--- src/hw/pin_bank_cfg.svh ---
/*
 Register offsets, field positions and reset values for the pin 5..8 setup bank.
 Assumes inclusion by bare name from the package and the design module.
*/
`ifndef PIN_BANK_CFG_SVH
`define PIN_BANK_CFG_SVH
`define PINS_5_6_SETUP_IDX 8'h20
`define PINS_7_8_SETUP_IDX 8'h21
`define PINS_5_6_SETUP_ADDR 12'h080
`define PINS_7_8_SETUP_ADDR 12'h084
`define SETUP_RESET 8'h00
`define HI_LEVEL_BIT 7
`define HI_DIR_BIT 5
`define HI_REGCTL_BIT 4
`define LO_LEVEL_BIT 3
`define LO_DIR_BIT 1
`define LO_REGCTL_BIT 0
`define PIN_COUNT 4
`endif

--- src/hw/pin_bank_pkg.sv ---
/*
 Types for the pin 5..8 setup bank.
 Assumes the constants header is on the include path.
*/
`include "pin_bank_cfg.svh"
package pin_bank_pkg;
  typedef enum logic [1:0] {
    mode_function = 2'h0,
    mode_reg_out = 2'h1,
    mode_tristate = 2'h2,
    mode_reg_in = 2'h3
  } pin_mode_e;
  typedef struct packed {
    logic out_level;
    logic direction;
    logic register_control;
  } pin_setup_s;
  typedef struct packed {
    logic [`PIN_COUNT-1:0] out;
    logic [`PIN_COUNT-1:0] oe_n;
  } pad_drive_s;
endpackage

--- src/hw/pin_bank.sv ---
/*
 APB slave with two 8-bit setup registers steering pads of pins 5..8.
 Assumes an APB master on pclk and a pad ring that resolves out/oe_n and
 returns pad levels asynchronously.
*/
`timescale 1ns/1ns
`include "pin_bank_cfg.svh"
module pin_bank
  import pin_bank_pkg::*;
(
  input wire logic pclk,
  input wire logic presetn,
  input wire logic psel,
  input wire logic penable,
  input wire logic pwrite,
  input wire logic [11:0] paddr,
  input wire logic [31:0] pwdata,
  input wire logic [3:0] pstrb,
  output logic [31:0] prdata,
  output logic pready,
  output logic pslverr,
  input wire logic [3:0] func_out,
  input wire logic [3:0] pad_in,
  output logic [3:0] pad_out,
  output logic [3:0] pad_oe_n,
  output logic [3:0] pin_in_level
);
  logic [7:0] pins_5_6_setup_q;
  logic [7:0] pins_7_8_setup_q;
  logic [7:0] pins_5_6_setup_d;
  logic [7:0] pins_7_8_setup_d;
  logic [31:0] prdata_q;
  logic [31:0] prdata_d;
  logic pready_q;
  logic pslverr_q;
  logic pslverr_d;
  logic [3:0] sync1_q;
  logic [3:0] sync2_q;
  logic [3:0] in_level_q;
  logic [3:0] in_level_d;
  pad_drive_s drive_q;
  pad_drive_s drive_d;
  pin_setup_s setup [`PIN_COUNT];

  // One wait state: pready rises the cycle after the access phase starts
  wire access = psel && penable && !pready_q;
  // Writes land only at the edge where the master sees pready high
  wire done = psel && penable && pready_q;
  wire hit_56 = paddr == `PINS_5_6_SETUP_ADDR;
  wire hit_78 = paddr == `PINS_7_8_SETUP_ADDR;
  wire mapped = hit_56 || hit_78;
  wire wr_ok = done && pwrite && mapped && pstrb[0];
  wire wr_56 = wr_ok && hit_56;
  wire wr_78 = wr_ok && hit_78;

  // Reserved bits 6 and 2 are plain storage and reach no pad logic
  assign pins_5_6_setup_d = wr_56 ? pwdata[7:0] : pins_5_6_setup_q;
  assign pins_7_8_setup_d = wr_78 ? pwdata[7:0] : pins_7_8_setup_q;
  assign prdata_d = !access || pwrite ? 32'h0 :
                    hit_56 ? {24'h0, pins_5_6_setup_q} :
                    hit_78 ? {24'h0, pins_7_8_setup_q} : 32'h0;
  // Unmapped addresses are flagged; writes without the low lane are dropped quietly
  assign pslverr_d = access && !mapped;

  // Field mapping: pins 5 and 7 low nibble, 6 and 8 high nibble
  assign setup[0] = '{pins_5_6_setup_q[`LO_LEVEL_BIT], pins_5_6_setup_q[`LO_DIR_BIT],
                      pins_5_6_setup_q[`LO_REGCTL_BIT]};
  assign setup[1] = '{pins_5_6_setup_q[`HI_LEVEL_BIT], pins_5_6_setup_q[`HI_DIR_BIT],
                      pins_5_6_setup_q[`HI_REGCTL_BIT]};
  assign setup[2] = '{pins_7_8_setup_q[`LO_LEVEL_BIT], pins_7_8_setup_q[`LO_DIR_BIT],
                      pins_7_8_setup_q[`LO_REGCTL_BIT]};
  assign setup[3] = '{pins_7_8_setup_q[`HI_LEVEL_BIT], pins_7_8_setup_q[`HI_DIR_BIT],
                      pins_7_8_setup_q[`HI_REGCTL_BIT]};

  genvar i;
  generate
    for (i = 0; i < `PIN_COUNT; i++) begin : g_pin
      pin_mode_e mode;
      assign mode = pin_mode_e'({setup[i].direction, setup[i].register_control});
      // Remote control does not exist here, so register output needs no extra gate
      assign drive_d.out[i] = mode == mode_function ? func_out[i] :
                              mode == mode_reg_out ? setup[i].out_level : 1'b0;
      assign drive_d.oe_n[i] = !(mode == mode_function || mode == mode_reg_out);
      // Input level only follows the pad in register input mode
      assign in_level_d[i] = mode == mode_reg_in ? sync2_q[i] : in_level_q[i];
    end
  endgenerate

  always_ff @(posedge pclk or negedge presetn) begin
    if (!presetn) begin
      pins_5_6_setup_q <= `SETUP_RESET;
      pins_7_8_setup_q <= `SETUP_RESET;
    end else begin
      pins_5_6_setup_q <= pins_5_6_setup_d;
      pins_7_8_setup_q <= pins_7_8_setup_d;
    end
  end

  always_ff @(posedge pclk or negedge presetn) begin
    if (!presetn) begin
      prdata_q <= 32'h0;
      pready_q <= 1'b0;
      pslverr_q <= 1'b0;
    end else begin
      prdata_q <= prdata_d;
      pready_q <= access;
      pslverr_q <= pslverr_d;
    end
  end

  // Pad levels are asynchronous; two stages before use
  always_ff @(posedge pclk or negedge presetn) begin
    if (!presetn) begin
      sync1_q <= 4'h0;
      sync2_q <= 4'h0;
      in_level_q <= 4'h0;
    end else begin
      sync1_q <= pad_in;
      sync2_q <= sync1_q;
      in_level_q <= in_level_d;
    end
  end

  // Registered pad drive costs one cycle of latency but keeps pads glitch free
  always_ff @(posedge pclk or negedge presetn) begin
    if (!presetn) begin
      drive_q <= '{out: 4'h0, oe_n: 4'h0};
    end else begin
      drive_q <= drive_d;
    end
  end

  assign prdata = prdata_q;
  assign pready = pready_q;
  assign pslverr = pslverr_q;
  assign pad_out = drive_q.out;
  assign pad_oe_n = drive_q.oe_n;
  assign pin_in_level = in_level_q;
endmodule

--- config.mk ---
export PLATFORM = sky130hd
export DESIGN_NAME = pin_bank
export DESIGN_NICKNAME = d
export VERILOG_FILES = /design/src/hw/pin_bank_pkg.sv /design/src/hw/pin_bank.sv
export VERILOG_INCLUDE_DIRS = /design/src /design/src/hw
export SDC_FILE = /design/constraint.sdc
export NUM_CORES = 1
export LEC_CHECK = 0
export BUFFER_PORTS_ARGS = -buffer_cell sky130_fd_sc_hd__buf_2
export CAP_MARGIN = 15
export CORE_ASPECT_RATIO = 1.25
export CORE_MARGIN = 2
export CORE_UTILIZATION = 47
export CTS_CLUSTER_SIZE = 16
export DETAILED_ROUTE_END_ITERATION = 6
export PLACE_DENSITY_LB_ADDON = 0.3
export SLEW_MARGIN = 40
export SYNTH_ARGS = -nofsm -noshare
export SYNTH_HDL_FRONTEND = slang
export SYNTH_SLANG_ARGS = --single-unit
--- constraint.sdc ---
create_clock -name pclk -period 3.8 [get_ports pclk]
set_clock_uncertainty 0.05 [all_clocks]
set_input_delay 0.19 -clock pclk [delete_from_list [all_inputs] [get_ports pclk]]
set_output_delay 0.19 -clock pclk [all_outputs]
set_load 0.05 [all_outputs]
After elaboration in Yosys (flattened, before gate mapping):

Index checks and enable logic that the tools add are counted.

* bits in registers: 46
* output and inout bits: 46
* word-level logic and storage cells: 60

* muxes and demuxes: 11
* reductions and logical operators: 26
* equal/unequal tests: 10

Operator list (count)
* equality test 12 x 8 -> 1 bit, second input constant: 2
* two-way mux 8 bit: 3
* logical AND 1 bit: 9
* equality test 2 x 1 -> 1 bit, second input constant: 4
* equality test 2 bit, second input constant: 4
* zero test 2 bit: 4
* two-way mux 1 bit: 8
* zero test 1 bit: 7
* logical OR 1 bit: 6

Depth between registers and ports, before layout:

Gate-level depths: netlist of run 1.

* depth in word-level cells: 6
* mapped depth: 5
* depth with buffers taken out: 4

Worst setup path after synthesis of run 1:

Ideal clock, no wire load.

* path type: in2reg
* from: input port paddr[9]
* to: register pins_7_8_setup_q[0]
* path buffers: 1
* setup slack: 2.017 ns
* stages on the path: 5
* arrival: 1.608 ns
* setup time: 0.125 ns
* cells stage by stage: or4_4 > nor3_4 > and3_1 > buf_4 > mux2_2

* cells in the longest elaborated chain, start to end: 5
* elaborated cells between the ends (all ways): 6

RTL lines
* start, declared: line pin_bank.sv:16 `input wire logic [11:0] paddr,`
* equality test 12 x 8 -> 1 bit (no line)
* logical OR 1 bit: line pin_bank.sv:51 `wire mapped = hit_56 || hit_78;`
* logical AND 1 bit (2 in series): line pin_bank.sv:52 `wire wr_ok = done && pwrite && mapped && pstrb[0];`
* logical AND 1 bit *: line pin_bank.sv:54 `wire wr_78 = wr_ok && hit_78;`
* end signal, assigned: line pin_bank.sv:92 `` pins_7_8_setup_q <= `SETUP_RESET; ``
* end signal, assigned: line pin_bank.sv:95 `pins_7_8_setup_q <= pins_7_8_setup_d;`
* end, declared: line pin_bank.sv:29 `logic [7:0] pins_7_8_setup_q;`

Mark *: on every way between the ends. The rest lies on a longest branch, timed or not.
A chain may end at the register's enable or synchronous reset.

Worst setup path after layout of run 1:

* from: input port paddr[9]
* to: register pins_7_8_setup_q[1]

Same word-level chain as after synthesis.

==> flow_metrics.tcl, run 1 <==
set metrics [dict create \
    outcome "complete, no violations" \
    arrival_ns 1.93 \
    clock_latency_ns 0.29 \
    yosys_warnings 0 \
    ys_seq_elements 46 \
    grt_max_degree 47 \
    cts.clk_slew.worst_paths_ns 0.08 \
    nets 262 \
    leakage_nw 1.20 \
    ir_drop_v 0.000217 \
    syn-mean-instance-area_um2 13.3 \
    ios 107 \
    viasPerCell 4.61 \
    synthFlopType "dfrtp_1" \
    min-delay-path-class "in -> reg" \
    cts_buffers 5 \
    vias 1180 \
    routedWlPerCell_um 12.9 \
    wirelength_um 3300 \
    ctsResizeCount 0 \
    required_ns 3.93 \
    diodes 0 \
    die_h_um 74.7 \
    fin_util_pct 59.2 \
    max_clock_freq_ghz 0.555 \
    slew_headroom_pct 62.1 \
    drv_slew 0 \
    multiInputGateArea_um2 606 \
    setup_viol 0 \
    root_buffer "clkbuf_8" \
    initial_core_util_pct 49.2 \
    seq_area_mm2 0.00115 \
    cts_hold_buf 5 \
    endpoint_kind "flip-flop" \
    hpwl_um 2490 \
    synthesis.area_mm2 0.00188 \
    worstSetupStartpointType "primary input" \
    num_rows 25 \
    drive_gt1_share_pct 43.1 \
    fin_crit_sh_pct 47.4 \
    port_buffers 55 \
    cts_sinks 46 \
    tns_ns 0 \
    crit_fanout 8 \
    p_per_area_mw_per_mm2 422 \
    max_cap_violations 0 \
    grt_pass1_wl_um 5020 \
    h-tree-depth 2 \
    rsz0062_at_grt "false" \
    tightest_slew_ns 0.565 \
    critPathKind "in -> reg" \
    syn2layout_area_growth_pct 20.3 \
    cts_tree "built" \
    fillers 341 \
    hold_viol_final 0 \
    grt.total_usage_pct 15.8 \
    min_period_ns 1.80 \
    grt_pass1_vias 1149 \
    placed_area_mm2 0.00210 \
    postRouteAntennaNets 0 \
    drc 0 \
    die_area_mm2 0.00452 \
    core_area_mm2 0.00382 \
    ys_seq_area_share_pct 61.3 \
    synth_cell_type_count 22 \
    synthArstFlopShare_pct 100 \
    cts_setup_buffers 0 \
    drt_iter0_markers 14 \
    finalInstanceArea_mm2 0.00226 \
    firstDrtPassIters 4 \
    synthCells 141 \
    grt-ovfl-total 0 \
    synth_edf_count 0 \
    fp.dieW_um 60.5 \
    ctsLongestPathBuffers 2 \
    antenna_found_initial 0 \
    place_congestion 0.725 \
]
[sequential cells by signal, indices dropped and copies added (netlist names)]
signal	flops
pins_5_6_setup_q	8
pins_7_8_setup_q	8
prdata	8
pad_oe_n	4
pad_out	4
pin_in_level	4
sync1_q	4
sync2_q	4
pready	1
pslverr	1
[final timing paths]
kind	from	endpoint	slack, ns	cells after the start
setup / recovery	paddr[9]	pins_7_8_setup_q[1]	2.00	5
hold / removal	pwdata[4]	pins_7_8_setup_q[4]	0.09	2
setup reg to reg	pready	pins_7_8_setup_q[1]	2.18	4
hold reg to reg	sync1_q[0]	sync2_q[0]	0.30	0
max in group asynchronous	presetn	pad_oe_n[0]	2.97	2
min in group asynchronous	presetn	sync1_q[1]	0.37	2
[critical path: stages]
cell and delay [ns]:
buf_2 0.10, or4_4 0.56, nor3_4 0.24, and3_1 0.45
mux2_2 0.39
[power by group]
part	internal (mW)	switching, mW	total, mW
Combinational	0.0216	0.0856	0.107
Clock	0.197	0.150	0.346
Sequential	0.497	0.00236	0.499
[routing by layer]
metal	wire [um]	part of all wire (%)	vias to the layer above	GRT usage, %
met4	70	2.1	0	7.97
met5	0	0	-	0
li1	-	-	550	-
met2	1890	57	48	30.2
met1	1150	35	576	15.5
met3	184	5.6	6	3.61
[cell usage after synthesis, types with 2 or more instances]
library cell | instances | share of area (%)
a22oi_1 | 8 | 3.2
buf_4 | 25 | 10
clkbuf_1 | 4 | 0.80
dfrtp_1 | 46 | 61
mux2_2 | 19 | 11
mux2i_1 | 4 | 2.1
nand2_1 | 5 | 1.0
nor2_1 | 14 | 2.8
nor3_2 | 2 | 1.1
or3_1 | 2 | 0.67
[cells by family (layout without fill, tap and decap cells)]
kind of cell           Yosys count  count (layout)  share of synthesized area [%]
other                            1              24                          0.200
buffers and inverters           30              68                           11.0
muxes                           24              24                           14.1
AOI/OAI and AO/OA                8               8                           3.20
DFF                             46              46                           61.3
and+or+nand+nor                 32              32                           10.1
[metrics by stage]
stage	hold WS, ns	std cells	power [mW]	setup slack (ns)
detailed placement	0.167	243	0.613	1.67
CTS	0.0832	256	0.960	1.98
floorplan	-0.156	164	0.599	2.02
global route	0.0827	256	0.986	1.94
finish	0.0861	256	0.953	2.00
global placement	0.248	243	0.610	1.70
[layout by cell type (no fill, tap or decap)]
master / n
nor3_1: 1
mux2_1: 1
clkbuf_8: 5
mux2_2: 19
or4_4: 1
dfrtp_1: 46
buf_2: 54
nand3b_2: 1
conb_1: 24
dlygate4sd3_1: 5
nor3_2: 2
nand3_1: 1
clkbuf_1: 2
and3_1: 1
bufinv_16: 1
buf_4: 1
or3_1: 2
nand2_1: 5
or4b_2: 1
or4_1: 1
nor3_4: 1
mux2i_1: 4
a22oi_1: 8
nor2_1: 14
or4b_4: 1
[area by class of cell]
cell class,count,area share (%)
Multi-Input combinational cell,88,26.8
Tap cell,54,2.99
Timing Repair Buffer,60,14.5
Clock buffer,7,3.38
Sequential cell,46,51.0
Clock inverter,1,1.33
(Power assumes the default switching activity.)
==> run 2: changes to the inputs <==
CORE_UTILIZATION = 39   (was 47)
clock period = 1.5 ns   (was 3.8 ns; I/O delays follow)
==> run 2 against run 1 <==
The flow now finishes with violations (negative hold slack). Clock power grew 120%. Sequential power rose to 2.5 times the previous value. Via count is 5.1% higher. Sequential share of layout area is 4.2 points lower. Worst setup slack lost 1.9 ns. Register-to-register slack worse by 2.1 ns. Critical path depth up 1. Core utilization shrank 6.6 points. Global-route usage is 2.2 points lower. Combinational power rose to 2.8 times the previous value. First-iteration DRC count rose to 6.9 times the previous value. Largest cell class unchanged. Highest routed layer unchanged.
==> flow_metrics.tcl, run 2 (synthesis gave the netlist of run 1 again) <==
set metrics [dict create \
    cts_sinks 46 \
    r2r_end "pins_7_8_setup_q[1]" \
    p_per_area_mw_per_mm2 941 \
    setup_slack_ns 0.0671 \
    core_area_mm2 0.00469 \
    syn2layout_area_growth_pct 31.4 \
    drv_slew 0 \
    initial_core_util_pct 40.0 \
    num_rows 28 \
    max_clock_freq_ghz 0.698 \
    critPathKind "in -> reg" \
    root_buffer "clkbuf_8" \
    wirelength_um 3340 \
    grt_max_degree 47 \
    hold_viol_final 1 \
    seq_power_share_pct 54.4 \
    max_cap_violations 0 \
    routedWlPerCell_um 11.9 \
    min_from "func_out[1]" \
    place_ws_ns -0.259 \
    fin_crit_sh_pct 95.5 \
    grt.total_usage_pct 13.6 \
    r2r_cells 5 \
    ios 107 \
    hold_slack_ns -0.000620 \
    required_ns 1.63 \
    sw_frac_of_total_pct 26.5 \
    rsz0062_at_grt "false" \
    antenna_found_initial 0 \
    p_switching_uw 616 \
    path_cells "buf_2 > or4b_4 > nor3_4 > buf_4 > nand3b_2 > mux2_2" \
    p_clk_share_pct 32.6 \
    cts.clk_slew.worst_paths_ns 0.08 \
    finalInstanceArea_mm2 0.00247 \
    worstSetupPathDepth 6 \
    reg2reg_from "pready" \
    internal_power_mw 1.71 \
    outcome "complete, but fails checks" \
    cts_tree "built" \
    min_period_ns 1.43 \
    seq_area_mm2 0.00115 \
    nets 281 \
    p_comb_share_pct 13.0 \
    drive_gt1_share_pct 44.8 \
    critPathCapture "pins_5_6_setup_q[4]" \
    clock_latency_ns 0.29 \
    arrival_ns 1.56 \
    reg2reg_setup_slack_ns 0.09 \
    fin_util_pct 52.5 \
    slowest_stage "or4b_4" \
    cts_buffers 5 \
    vias 1240 \
    crit_start "paddr[6]" \
    grt-ovfl-total 0 \
    min-delay-path-class "in -> reg" \
    crit_fanout 8 \
    layout_common_cells "buf_2, dfrtp_1, conb_1" \
    grt_pass1_vias 1144 \
    fp.dieW_um 66.0 \
    h-tree-depth 2 \
    max_stage_delay_ns 0.55 \
    diodes 0 \
    p_total_mw 2.32 \
    tns_ns 0 \
    ir_drop_v 0.000370 \
    ctsLongestPathBuffers 2 \
    setup_viol 0 \
    die_h_um 81.6 \
    path_buf_inv 2 \
    placed_area_mm2 0.00221 \
    postRouteAntennaNets 0 \
    multiInputGateArea_um2 636 \
    viasPerCell 4.41 \
    port_buffers 55 \
    grt_pass1_wl_um 5320 \
    layout_commonest_cell "buf_2" \
    critical_path.top_delay_family "simple AND/OR/NAND/NOR gates" \
    slew_headroom_pct 63.4 \
    endpoint_kind "flip-flop" \
    dp.cells 257 \
    die_area_mm2 0.00539 \
    drc 0 \
    fin_cells 281 \
    fillers 436 \
    place_congestion 0.730 \
    tightest_slew_ns 0.549 \
    worstSetupStartpointType "primary input" \
    firstDrtPassIters 4 \
    violations "negative hold slack" \
    drt_iter0_markers 97 \
    leakage_nw 1.29 \
]
[run 2: cell count changes in the layout (fill, tap and decap cells not counted), moves of 2 or more]
cell	delta
dlygate4sd3_1	+11
mux2_2	-7
buf_4	+6
clkbuf_1	-2
mux2_4	+8
[run 2: layout make-up]
type	instances	area share (%)
Clock buffer	6	3.35
Clock inverter	2	0.507
Multi-Input combinational cell	88	25.8
Sequential cell	46	46.7
Tap cell	60	3.04
Timing Repair Buffer	79	20.6
[run 2: what timing repair did]
action	in CTS	in global routing
hold buffers	16	0
setup buffers	0	0
gates resized for setup	0	0
endpoints found under the hold margin	69	0
[run 2: worst min path at each step]
stage                           end  slack (ns)  cells past startpoint
finish                   pad_out[1]     -0.0006                      3
global route             pad_out[1]       0.006                      3
CTS                      pad_out[1]       0.004                      3
detailed placement  pin_in_level[3]        0.14                      2
global placement    pin_in_level[3]        0.13                      2
floorplan               pad_oe_n[0]       -0.27                      0
[run 2: worst reg2reg max path, cell delays in order, from the launching register on]
cell and delay [ns]:
dfrtp_2 0.36, nand3_1 0.06, nor2_1 0.15, and3_1 0.23, buf_12 0.15, mux2_4 0.30
[run 2: metal layers]
metal  part of all wire (%)  global-route usage (%)
met2                     49                    22.7
met3                    7.7                    3.84
met1                     42                    15.4
met4                    1.5                    8.37
met5                      0                       0
[run 2: power by group through the flow]
stage                     registers (mW)  clock network [mW]  logic, mW
after floorplan                     1.32                   0      0.198
after global placement              1.29                   0      0.269
after detailed placement            1.29                   0      0.271
after CTS                           1.26               0.784      0.303
after global routing                1.27               0.839      0.322
final                               1.26               0.758      0.301
==> run 3: changes to the inputs <==
==> constraint.sdc (replaced) <==
create_clock -name pclk -period 1.5 [get_ports pclk]
set_clock_uncertainty 0.05 [all_clocks]
set_input_delay 0.225 -clock pclk [delete_from_list [all_inputs] [get_ports pclk]]
set_output_delay 0.225 -clock pclk [all_outputs]
set_load 0.05 [all_outputs]
==> run 3 against run 2 <==
Sequential cell count unchanged. The flow finishes with violations (negative setup slack). Core utilization decreased by 1.3 points. Global-route usage decreased by 0.67 points. Clock power decreased by 5.9%. Hold slack improved by 0.12 ns. Fmax decreased by 7.7%. First-iteration DRC count decreased by 12%. Largest cell class unchanged. Sequential share of layout area increased by 1.1 points. Sequential power about the same. Clock-buffer cell count unchanged. Routed wire length decreased by 0.90%.
==> flow_metrics.tcl, run 3 (synthesis gave the netlist of run 1 again) <==
set metrics [dict create \
    grt.total_usage_pct 12.9 \
    ir_drop_v 0.000319 \
    cts_sinks 46 \
    finalInstanceArea_mm2 0.00241 \
    placed_area_mm2 0.00224 \
    p_per_area_mw_per_mm2 944 \
    root_buffer "clkbuf_8" \
    drt_iter0_markers 85 \
    diodes 0 \
    cts_setup_buffers 0 \
    hpwl_um 2330 \
    grtUsageMet1_pct 14.1 \
    dp.cells 260 \
    hold_viol_final 0 \
    vias 1202 \
    fp.dieW_um 66.0 \
    tns_ns -0.376 \
    h-tree-depth 2 \
    r2r_end "pins_7_8_setup_q[0]" \
    use_met2_pct 22.4 \
    cts.clk_slew.worst_paths_ns 0.07 \
    min-delay-path-class "in -> reg" \
    antenna_found_initial 0 \
    drive_gt1_share_pct 47.4 \
    cts_buffers 5 \
    endpoint_kind "flip-flop" \
    leakage_nw 1.29 \
    initial_core_util_pct 40.0 \
    viasPerCell 4.44 \
    layout_commonest_cell "buf_2" \
    clock_latency_ns 0.29 \
    violations "negative setup slack" \
    hold_slack_ns 0.120 \
    layout_common_cells "buf_2, dfrtp_1, conb_1" \
    postRouteAntennaNets 0 \
    ctsLongestPathBuffers 2 \
    reg2reg_from "pready" \
    grt-ovfl-total 0 \
    reg2reg_setup_slack_ns 0.02 \
    drc 0 \
    outcome "complete, but fails checks" \
    place_ws_ns -0.407 \
    max_cap_violations 0 \
    core_area_mm2 0.00469 \
    p_total_mw 2.27 \
    die_h_um 81.6 \
    critPathKind "in -> reg" \
    min_from "func_out[0]" \
    setup_slack_ns -0.0529 \
    routedWlPerCell_um 12.2 \
    ios 107 \
    holdPathStages 3 \
    wirelength_um 3310 \
    cts_tree "built" \
    grt_pass1_vias 1127 \
    nets 273 \
    use_met3_pct 3.42 \
    grt-busiest-layer "met2" \
    crit_fanout 8 \
    r2r_cells 5 \
    firstDrtPassIters 4 \
    die_area_mm2 0.00539 \
    worstSetupStartpointType "primary input" \
    num_rows 28 \
    min_to "pad_out[0]" \
    fin_cells 271 \
    arrival_ns 1.68 \
    drv_slew 0 \
    rsz0062_at_grt "true" \
    fin_util_pct 51.3 \
    place_congestion 0.696 \
    grt_pass1_wl_um 5090 \
    max_clock_freq_ghz 0.644 \
    min_period_ns 1.55 \
    setup_viol 10 \
    port_buffers 55 \
    required_ns 1.63 \
    grt_max_degree 47 \
    fin_crit_sh_pct 104 \
    syn2layout_area_growth_pct 28.3 \
]
[run 3: cell types whose count changed in the layout (fill, tap and decap cells not counted), moves of 2 or more]
cell	change
buf_4	+2
buf_6	+2
dlygate4sd3_1	-11
buf_2	-2
[run 3: timing repair]
action | CTS | global route
gates resized for setup | 3 | 2
setup endpoints to repair | 16 | 23
hold buffers | 5 | 0
pin swaps | 1 | 3
endpoints found under the hold margin | 50 | 0
[run 3: worst max path at each step]
stage                     startpoint                  end  slack (ns)  cells past startpoint
after global placement      paddr[6]  pins_5_6_setup_q[0]       -0.40                      6
after floorplan             paddr[6]  pins_7_8_setup_q[0]       -0.29                      5
after CTS                   paddr[5]  pins_7_8_setup_q[0]       -0.04                      6
final                       paddr[6]  pins_7_8_setup_q[0]       -0.05                      6
after global routing        paddr[6]  pins_7_8_setup_q[0]       -0.09                      6
after detailed placement    paddr[6]  pins_5_6_setup_q[7]       -0.41                      6
[run 3: where the power goes]
| group | switching, mW | internal (mW) | leakage, nW |
|---|---|---|---|
| Combinational | 0.223 | 0.0723 | 0.630 |
| Clock | 0.358 | 0.355 | 0.0431 |
| Sequential | 0.00456 | 1.26 | 0.613 |
[run 3: metal layers]
layer | wire length, um | up-vias
li1 | - | 571
met3 | 255 | 5
met2 | 1720 | 58
met4 | 81 | 0
met5 | 0 | -
met1 | 1250 | 568
[run 3: final cells by class]
class | count | area [um^2]
Sequential cell | 46 | 1150
Timing Repair Buffer | 71 | 445
Tap cell | 60 | 75.1
Clock buffer | 6 | 82.6
Multi-Input combinational cell | 88 | 653
Fill cell | 448 | 2290
[run 3: critical path, stage by stage]
cell    delay, ns
buf_6        0.09
or4b_4       0.55
nor3_4       0.18
and3_4       0.21
buf_12       0.13
mux2_4       0.30
